### src/common/iss_pkg.sv
// package of the two-wire bus slave status and control block: register map,
// field layouts, reset values, phase encoding and the state record.
// assumes one system clock and an avalon-mm master for register access.
package iss_pkg;

	// byte address width of the register port
	localparam int unsigned ISS_AW = 10;

	// register indexes; the byte address is four times the index
	localparam logic [7:0] ISS_IDX_OWN = 8'he3;
	localparam logic [7:0] ISS_IDX_DATA = 8'he4;
	localparam logic [7:0] ISS_IDX_CTRL = 8'he5;
	localparam logic [7:0] ISS_IDX_IEN = 8'he6;
	localparam logic [7:0] ISS_IDX_STAT = 8'he8;
	localparam logic [7:0] ISS_IDX_PREF = 8'he9;
	localparam logic [7:0] ISS_IDX_FLAG = 8'hf1;
	localparam logic [7:0] ISS_IDX_PSEL = 8'hf2;
	localparam logic [7:0] ISS_IDX_IPL = 8'hf6;

	// bus interrupt bit in the enable, flag and priority registers
	localparam int unsigned ISS_IRQ_BIT = 3;
	// fields of the pin-select register
	localparam int unsigned ISS_PSEL_AFIL = 6;
	localparam int unsigned ISS_PSEL_DFIL = 5;
	localparam int unsigned ISS_PSEL_PAIR_HI = 4;
	localparam int unsigned ISS_PSEL_PAIR_LO = 3;
	// pin pair without edge-rate control, open-drain automatically
	localparam logic [1:0] ISS_PAIR_OD = 2'h1;

	// scl rising-edge counts inside one byte frame
	localparam logic [3:0] ISS_CNT_LAST = 4'h8;
	localparam logic [3:0] ISS_CNT_ACK = 4'h9;
	// system clocks from the interrupt to the prefetch move
	localparam logic [1:0] ISS_PF_DELAY = 2'h2;

	// status register, bit 7 down to bit 0
	typedef struct packed {
		logic start;
		logic stop;
		logic rw;
		logic ad;
		logic bf;
		logic ack;
		logic wcol;
		logic recov;
	} iss_status_t;

	// control register, bit 5 down to bit 0
	typedef struct packed {
		logic soft_rst;
		logic rd_str;
		logic wr_str;
		logic clock_hold_release;
		logic edge_rate_off;
		logic en;
	} iss_ctrl_t;

	localparam iss_status_t ISS_STAT_RST = 8'h44;
	localparam iss_ctrl_t ISS_CTRL_RST = 6'h10;
	localparam logic [6:0] ISS_PSEL_RST = 7'h40;

	typedef enum logic [2:0] {PH_IDLE, PH_ADDR, PH_RX, PH_TX, PH_SKIP} iss_phase_t;

	// avalon-mm request from the master
	typedef struct packed {
		logic read;
		logic write;
		logic [ISS_AW-1:0] address;
		logic [31:0] writedata;
		logic [3:0] byteenable;
	} iss_avs_req_t;

	typedef struct packed {
		logic [2:0] scl_sy;
		logic [2:0] sda_sy;
		logic scl_f;
		logic sda_f;
		iss_ctrl_t ctrl;
		iss_status_t stat;
		logic [6:0] own_addr;
		logic [7:0] data;
		logic [7:0] prefetch;
		logic [7:0] txsh;
		logic [7:0] rxsh;
		logic [3:0] cnt;
		iss_phase_t phase;
		logic [1:0] pf_cnt;
		logic sda_low;
		logic irq_en;
		logic irq_flag;
		logic irq_prio;
		logic [6:0] pinsel;
		logic waitreq;
		logic [7:0] rdata;
		logic scl_oe_n;
		logic sda_oe_n;
		logic slew_limit_en;
		logic open_drain_en;
		logic afil_en;
		logic dfil_en;
		logic [1:0] pin_pair;
		logic irq_req;
		logic irq_high;
		logic pin_lvl;
	} iss_state_t;

	localparam iss_state_t ISS_STATE_RST = '{
		scl_sy: 3'h7, sda_sy: 3'h7, scl_f: 1'b1, sda_f: 1'b1,
		ctrl: ISS_CTRL_RST, stat: ISS_STAT_RST, phase: PH_IDLE,
		pinsel: ISS_PSEL_RST, waitreq: 1'b1, scl_oe_n: 1'b1, sda_oe_n: 1'b1,
		slew_limit_en: 1'b1, afil_en: 1'b1, default: '0};

endpackage

### src/logic/iss_top.sv
// two-wire bus slave with status, stretch and prefetch logic, registers on avalon-mm.
// assumes scl/sda are open-drain wires resolved outside; pins are asynchronous.
`timescale 1ns/1ns
module iss_top (
	input wire logic clk,
	input wire logic sys_rst,
	input wire iss_pkg::iss_avs_req_t avs_req,
	output logic avs_waitrequest,
	output logic [31:0] avs_readdata,
	input wire logic scl_in,
	output logic scl_o,
	output logic scl_oe_n,
	input wire logic sda_in,
	output logic sda_o,
	output logic sda_oe_n,
	output logic slew_limit_en,
	output logic open_drain_en,
	output logic analog_filter_select,
	output logic digital_filter_select,
	output logic [1:0] pin_pair_sel,
	output logic bus_irq_req,
	output logic bus_irq_high
);
	import iss_pkg::*;

	iss_state_t q;
	iss_state_t d;
	logic scl_fn;
	logic sda_fn;
	logic scl_rise;
	logic scl_fall;
	logic start_ev;
	logic stop_ev;
	logic bus_req;
	logic bus_done;
	logic [7:0] bus_idx;
	logic [7:0] bus_wb;
	logic cpu_ok;
	logic [7:0] rd_byte;
	logic ack_ev;
	logic irq_ev;
	logic tx_start;
	logic rx_byte_ev;

	// the digital filter only accepts a level seen on two samples in a row
	assign scl_fn = (!q.pinsel[ISS_PSEL_DFIL] || q.scl_sy[1] == q.scl_sy[2]) ?
		q.scl_sy[1] : q.scl_f;
	assign sda_fn = (!q.pinsel[ISS_PSEL_DFIL] || q.sda_sy[1] == q.sda_sy[2]) ?
		q.sda_sy[1] : q.sda_f;
	assign scl_rise = scl_fn && !q.scl_f;
	assign scl_fall = !scl_fn && q.scl_f;
	assign start_ev = q.ctrl.en && q.scl_f && scl_fn && q.sda_f && !sda_fn;
	assign stop_ev = q.ctrl.en && q.scl_f && scl_fn && !q.sda_f && sda_fn;
	assign rx_byte_ev = q.ctrl.en && !q.ctrl.soft_rst && scl_fall && q.cnt == ISS_CNT_LAST &&
		q.phase == PH_RX;

	assign bus_req = avs_req.read || avs_req.write;
	assign bus_done = bus_req && !q.waitreq;
	assign bus_idx = avs_req.address[ISS_AW-1:2];
	assign bus_wb = avs_req.writedata[7:0];
	assign cpu_ok = q.stat.rw && q.ctrl.rd_str && !q.ctrl.clock_hold_release;

	always_comb begin
		d = q;
		ack_ev = 1'b0;
		irq_ev = 1'b0;
		tx_start = 1'b0;
		rd_byte = 8'h00;
		d.scl_sy = {q.scl_sy[1:0], scl_in};
		d.sda_sy = {q.sda_sy[1:0], sda_in};
		d.scl_f = scl_fn;
		d.sda_f = sda_fn;

		case (bus_idx)
			ISS_IDX_OWN: rd_byte = {q.own_addr, 1'b0};
			ISS_IDX_DATA: rd_byte = q.data;
			ISS_IDX_CTRL: rd_byte = {2'b00, q.ctrl};
			ISS_IDX_IEN: rd_byte = 8'(q.irq_en) << ISS_IRQ_BIT;
			ISS_IDX_STAT: rd_byte = q.stat;
			ISS_IDX_PREF: rd_byte = q.prefetch;
			ISS_IDX_FLAG: rd_byte = 8'(q.irq_flag) << ISS_IRQ_BIT;
			ISS_IDX_PSEL: rd_byte = {1'b0, q.pinsel};
			ISS_IDX_IPL: rd_byte = 8'(q.irq_prio) << ISS_IRQ_BIT;
			default: rd_byte = 8'h00;
		endcase

		// one wait cycle per access; the access acts on the edge that sees waitrequest low
		d.waitreq = !(bus_req && q.waitreq);
		if (bus_req && q.waitreq) begin
			d.rdata = rd_byte;
		end
		if (bus_done && avs_req.write && avs_req.byteenable[0]) begin
			case (bus_idx)
				ISS_IDX_OWN: d.own_addr = bus_wb[7:1];
				ISS_IDX_DATA: begin
					if (cpu_ok) begin
						d.data = bus_wb;
						d.txsh = bus_wb;
						d.stat.bf = 1'b1;
						d.sda_low = !bus_wb[7];
					end else begin
						d.stat.wcol = 1'b1;
					end
				end
				ISS_IDX_CTRL: d.ctrl = iss_ctrl_t'(bus_wb[5:0]);
				ISS_IDX_IEN: d.irq_en = bus_wb[ISS_IRQ_BIT];
				ISS_IDX_STAT: begin
					// the upper six bits belong to hardware alone
					d.stat.wcol = bus_wb[1];
					d.stat.recov = bus_wb[0];
				end
				ISS_IDX_PREF: d.prefetch = bus_wb;
				ISS_IDX_FLAG: d.irq_flag = bus_wb[ISS_IRQ_BIT];
				ISS_IDX_PSEL: d.pinsel = bus_wb[6:0];
				ISS_IDX_IPL: d.irq_prio = bus_wb[ISS_IRQ_BIT];
				default: ;
			endcase
		end
		if (bus_done && avs_req.read && bus_idx == ISS_IDX_DATA) begin
			d.stat.bf = 1'b0;
		end

		// prefetch move runs on system clocks while the master waits in the ack low time
		if (q.pf_cnt != 2'h0) begin
			d.pf_cnt = q.pf_cnt - 2'h1;
			if (q.pf_cnt == 2'h1) begin
				d.data = q.prefetch;
				d.txsh = q.prefetch;
				d.stat.bf = 1'b1;
				d.sda_low = !q.prefetch[7];
			end
		end

		if (q.ctrl.en) begin
			if (start_ev) begin
				d.stat.start = 1'b1;
				d.stat.stop = 1'b0;
				d.stat.ack = 1'b0;
				d.stat.rw = 1'b0;
				d.phase = PH_ADDR;
				d.cnt = 4'h0;
				d.sda_low = 1'b0;
				d.pf_cnt = 2'h0;
			end else if (stop_ev) begin
				d.stat.stop = 1'b1;
				d.stat.start = 1'b0;
				d.stat.rw = 1'b0;
				d.phase = PH_IDLE;
				d.cnt = 4'h0;
				d.sda_low = 1'b0;
			end else if (q.phase != PH_IDLE && q.phase != PH_SKIP) begin
				if (scl_rise) begin
					if (q.cnt < ISS_CNT_LAST) begin
						d.rxsh = {q.rxsh[6:0], sda_fn};
						d.cnt = q.cnt + 4'h1;
					end else if (q.cnt == ISS_CNT_LAST) begin
						d.cnt = ISS_CNT_ACK;
						d.stat.ack = sda_fn;
						ack_ev = 1'b1;
						if (q.phase == PH_TX && sda_fn) begin
							d.stat.rw = 1'b0;
						end
					end
				end else if (scl_fall) begin
					if (q.cnt == ISS_CNT_LAST) begin
						case (q.phase)
							PH_ADDR: begin
								if (q.rxsh[7:1] == q.own_addr) begin
									d.stat.ad = 1'b0;
									d.sda_low = 1'b1;
								end else begin
									d.phase = PH_SKIP;
								end
							end
							PH_RX: begin
								d.stat.ad = 1'b1;
								d.sda_low = 1'b1;
								if (d.stat.bf) begin
									d.stat.recov = 1'b1;
								end else begin
									d.data = q.rxsh;
									d.stat.bf = 1'b1;
								end
							end
							default: begin
								// byte fully shifted out, hand sda to the master for its ack
								d.stat.ad = 1'b1;
								d.stat.bf = 1'b0;
								d.sda_low = 1'b0;
							end
						endcase
					end else if (q.cnt == ISS_CNT_ACK) begin
						d.cnt = 4'h0;
						d.sda_low = 1'b0;
						irq_ev = 1'b1;
						case (q.phase)
							PH_ADDR: begin
								d.stat.rw = q.rxsh[0];
								d.phase = q.rxsh[0] ? PH_TX : PH_RX;
								tx_start = q.rxsh[0];
								if (!q.rxsh[0] && q.ctrl.wr_str) begin
									d.ctrl.clock_hold_release = 1'b0;
								end
							end
							PH_RX: begin
								if (q.ctrl.wr_str) begin
									d.ctrl.clock_hold_release = 1'b0;
								end
							end
							default: begin
								// a nack ends the read; no stretch, wait for stop
								if (q.stat.ack) begin
									d.phase = PH_SKIP;
								end else begin
									tx_start = 1'b1;
								end
							end
						endcase
					end else if (q.phase == PH_TX && q.cnt != 4'h0) begin
						d.txsh = {q.txsh[6:0], 1'b0};
						d.sda_low = !q.txsh[6];
					end
				end
			end
			if (irq_ev) begin
				d.irq_flag = 1'b1;
			end
			if (tx_start) begin
				if (q.ctrl.rd_str) begin
					d.ctrl.clock_hold_release = 1'b0;
				end else begin
					d.pf_cnt = ISS_PF_DELAY;
				end
			end
		end

		if (q.ctrl.soft_rst) begin
			// control register stays on the global reset so software can leave soft reset
			d.stat = ISS_STAT_RST;
			d.own_addr = 7'h00;
			d.data = 8'h00;
			d.prefetch = 8'h00;
			d.txsh = 8'h00;
			d.rxsh = 8'h00;
			d.cnt = 4'h0;
			d.phase = PH_IDLE;
			d.pf_cnt = 2'h0;
			d.sda_low = 1'b0;
		end

		d.scl_oe_n = !(d.ctrl.en && !d.ctrl.clock_hold_release);
		d.sda_oe_n = !(d.ctrl.en && d.sda_low);
		d.pin_pair = d.pinsel[ISS_PSEL_PAIR_HI:ISS_PSEL_PAIR_LO];
		d.open_drain_en = d.pin_pair == ISS_PAIR_OD;
		d.slew_limit_en = !d.ctrl.edge_rate_off && !d.open_drain_en;
		d.afil_en = d.pinsel[ISS_PSEL_AFIL];
		d.dfil_en = d.pinsel[ISS_PSEL_DFIL];
		d.irq_req = d.irq_flag && d.irq_en;
		d.irq_high = d.irq_req && d.irq_prio;
	end

	always_ff @(posedge clk) begin
		if (sys_rst) begin
			q <= ISS_STATE_RST;
		end else begin
			q <= d;
		end
	end

	assign avs_waitrequest = q.waitreq;
	assign avs_readdata = {24'h000000, q.rdata};
	assign scl_o = q.pin_lvl;
	assign sda_o = q.pin_lvl;
	assign scl_oe_n = q.scl_oe_n;
	assign sda_oe_n = q.sda_oe_n;
	assign slew_limit_en = q.slew_limit_en;
	assign open_drain_en = q.open_drain_en;
	assign analog_filter_select = q.afil_en;
	assign digital_filter_select = q.dfil_en;
	assign pin_pair_sel = q.pin_pair;
	assign bus_irq_req = q.irq_req;
	assign bus_irq_high = q.irq_high;
endmodule

### config.mk
export PLATFORM = sky130hd
export DESIGN_NAME = iss_top
export DESIGN_NICKNAME = d
export VERILOG_FILES = /design/src/common/iss_pkg.sv /design/src/logic/iss_top.sv
export SDC_FILE = /design/constraint.sdc
export NUM_CORES = 1
export LEC_CHECK = 0
export BUFFER_PORTS_ARGS = -buffer_cell sky130_fd_sc_hd__clkbuf_2
export CAP_MARGIN = 20
export CORE_MARGIN = 10
export CORE_UTILIZATION = 45
export CTS_BUF_LIST = sky130_fd_sc_hd__clkbuf_4 sky130_fd_sc_hd__clkbuf_8
export DETAILED_ROUTE_END_ITERATION = 6
export PLACE_DENSITY = 0.69
export REMOVE_ABC_BUFFERS = 1
export SLEW_MARGIN = 30
export SYNTH_ARGS = -nofsm -noshare
export SYNTH_HDL_FRONTEND = slang
export SYNTH_SLANG_ARGS = --single-unit
### constraint.sdc
create_clock -name clk -period 3.1 [get_ports clk]
set_clock_uncertainty 0.15 [all_clocks]
set_input_delay 0.62 -clock clk [delete_from_list [all_inputs] [get_ports clk]]
set_output_delay 0.62 -clock clk [all_outputs]
set_load 0.05 [all_outputs]
==> summary.txt <==
Synth
  – Mean Syn Cell Area: 8.50 sq um
  – Compound-Gate Fraction of Synth Area: 19.5%
  – Largest family of logic cells by synthesized area: simple AND/OR/NAND/NOR gates
  – Async SR Flop Fraction: 0%
  – Simple-gate share of the synthesized area: 24.5%
  – Syn Inst Count: 622
  – Main synth FF type: dfxtp_1
  – Most frequent cell after synthesis: dfxtp_1
  – Post-synthesis adder-cell area fraction: 1.18%
  – EDFF count, synth: 0
  – Synth Warn #: 0
  – FF+latch count, synth: 95
  – Most instantiated cells after synthesis: dfxtp_1 (95), nand2_1 (71), a21oi_1 (47)
  – Largest cells by area after synthesis: dfxtp_1 (36%), mux2i_1 (7.8%), buf_4 (5.3%)
  – Cell Area, Synth: 5290 sq um
  – Leading area contributor after synthesis: dfxtp_1
  – Sequential-to-total area share from yosys stat: 36.0%
  – Post-synthesis mux area share: 7.97%
  – Unique masters post-synth: 77
  – Yosys top cell area share: 36.0%
  – Post-Synth XOR/XNOR Area: 1.66%

Power and ir drop
  – Leakage: 2.26 nW
  – VDD IR-drop max: 0.247 mV
  – PD cells: 411 nW/um^2

Finish
  – ANT cells: 0
  – Layout cells sized above 1: 14.5%
  – P&R area growth vs syn: 6.44%
  – Nets@finish: 695
  – Fill count: 1100

Clocking
  – Sink Count: 95
  – CTS max path bufs: 2
  – Clk_lat worst skew: 0.39 ns
  – Clock H-tree levels: 3
  – TritonCTS clock tree: yes
  – Post_cts resized: 0
  – Buffer count from post-CTS setup fixing: 0
  – CTS buffer count: 9
  – Number of hold buffers added after CTS: 0
  – Clk slew on worst S/H paths: 0.09 ns
  – CTS Root Cell: clkbuf_8

Global routing
  – Total grt overflow: 0
  – Largest net degree at the start of global routing: 39
  – First-pass GRT wire length: 23200 um
  – Vias in the first global route: 4513
  – Initial antenna violation count: 0
  – Gr usage total: 17.2%

Drt
  – Per-cell routed wire length: 18.6 um
  – Via count: 4784
  – Drt initial violations: 684
  – WL final: 14600 um
  – # DRC: 0
  – Routed Antenna Nets: 0
  – Vias per inst: 6.09
  – Drt first pass iters: 5

Worst setup path
  – Required time of the critical path: 3.21 ns
  – Critical Path Fanout Max: 10
  – Critical path class: reg2reg
  – CP Launch Type: register
  – Worst R2R Setup Slack: 0.51 ns
  – CP endpoint kind: register
  – Worst path arrival time: 2.70 ns

STA
  – Slew HR: 47.5%
  – Slack of the critical path: 0.508 ns
  – RSZ-0062 raised after global routing: no
  – Final setup violation count: 0
  – Final Cycle Share: 83.6%
  – Worst-margin pin slew: 0.780 ns
  – Max Fclk: 386 MHz
  – Final min period: 2.59 ns
  – Setup total negative slack: 0 ns
  – Final hold violations: 0
  – Max Slew Vio Count: 0

Placement
  – RD Place Congestion: 0.916
  – Place WS: 0.504 ns
  – IO Port Bufs: 41
  – DP HPWL: 11000 um

Floorplan
  – Die H: 128 um
  – Die width: 128 um
  – Starting Density: 46.1%
  – Row count: 39
  – Ports: 97
  – Die Area: 16500 sq um
  – Core area: 11500 sq um

Outcome
  – Status: finished, final reports clean

Flow run
  – Number of max-cap violations: 0

Hold path
  – Hold crit path type: reg2reg
==> final cells by class <==
class / instances / area [sq um] / share of cell area, %
Tap cell: 143 / 179 / 3.18
Clock buffer: 12 / 153 / 2.71
Clock inverter: 4 / 55.1 / 0.978
Inverter: 12 / 45.0 / 0.800
Timing Repair Buffer: 53 / 295 / 5.25
Multi-Input combinational cell: 467 / 3000 / 53.3
Sequential cell: 95 / 1900 / 33.8
==> registers in the layout (all words and copies together), names as in the netlist <==
register and count:
bus_irq_high 1, q 76, slew_limit_en 1, avs_waitrequest 1, sda_oe_n 1, open_drain_en 1
bus_irq_req 1, avs_readdata 8, scl_oe_n 1, d 4
==> worst max-delay path: stages (launching register included) <==
cell and delay (ns):
dfxtp_1 0.35, a21o_1 0.16, a21oi_1 0.25, inv_1 0.08, ha_1 0.28, nand4bb_1 0.26, buf_4 0.20, a2111oi_0 0.47
or3_1 0.20, a21oi_1 0.07
==> cells in the final DEF (no fill, tap or decap), types with 9 or more instances in the layout <==
cell type	count
a211o_1	17
a21oi_1	47
buf_4	12
clkbuf_2	41
clkbuf_8	10
conb_1	26
dfxtp_1	95
inv_1	12
mux2i_1	41
nand2_1	71
nand2b_1	11
nand3_1	12
nand4_1	15
nor2_1	44
nor2b_1	9
nor3_1	14
or2_2	11
xor2_1	9
==> report_power, final <==
part	internal (mW)	switching [mW]
clock network	0.416	0.452
logic	0.0441	0.171
registers	1.23	0.00490
total	1.69	0.628
==> worst paths after layout <==
path | depth (start not counted) | start | to
min reg2reg | 1 | d[99] | d[100]
max | 9 | q[25] | q[33]
min | 1 | d[99] | d[100]
max reg2reg | 9 | q[25] | q[33]
==> metal layers <==
metal / GRT usage [%] / up-vias / wire length (um)
met5: 0 / - / 0
met2: 25.4 / 266 / 6210
li1: - / 2218 / -
met3: 4.52 / 36 / 1630
met1: 22.1 / 2264 / 6200
met4: 10.5 / 0 / 564
==> per-stage QoR <==
step	util [%]	power, mW	std cells	hold slack (ns)	cell area [sq um]
2_1_floorplan	-	1.40	574	0.239	4950
3_3_place_gp	47.3	1.47	770	0.242	5420
3_5_place_dp	47.3	1.47	770	0.243	5420
4_1_cts	49.1	2.32	786	0.249	5630
5_1_grt	49.1	2.39	786	0.278	5630
6_report	49.1	2.32	786	0.261	5630
==> cell families after synthesis <==
group,count (synthesis)
adders and majority gates,5
DFF,95
muxes,42
AOI/OAI and AO/OA,147
and+or+nand+nor,237
xor gates and xnor gates,10
other,1
buffers and inverters,85
(Power assumes the default switching activity.)
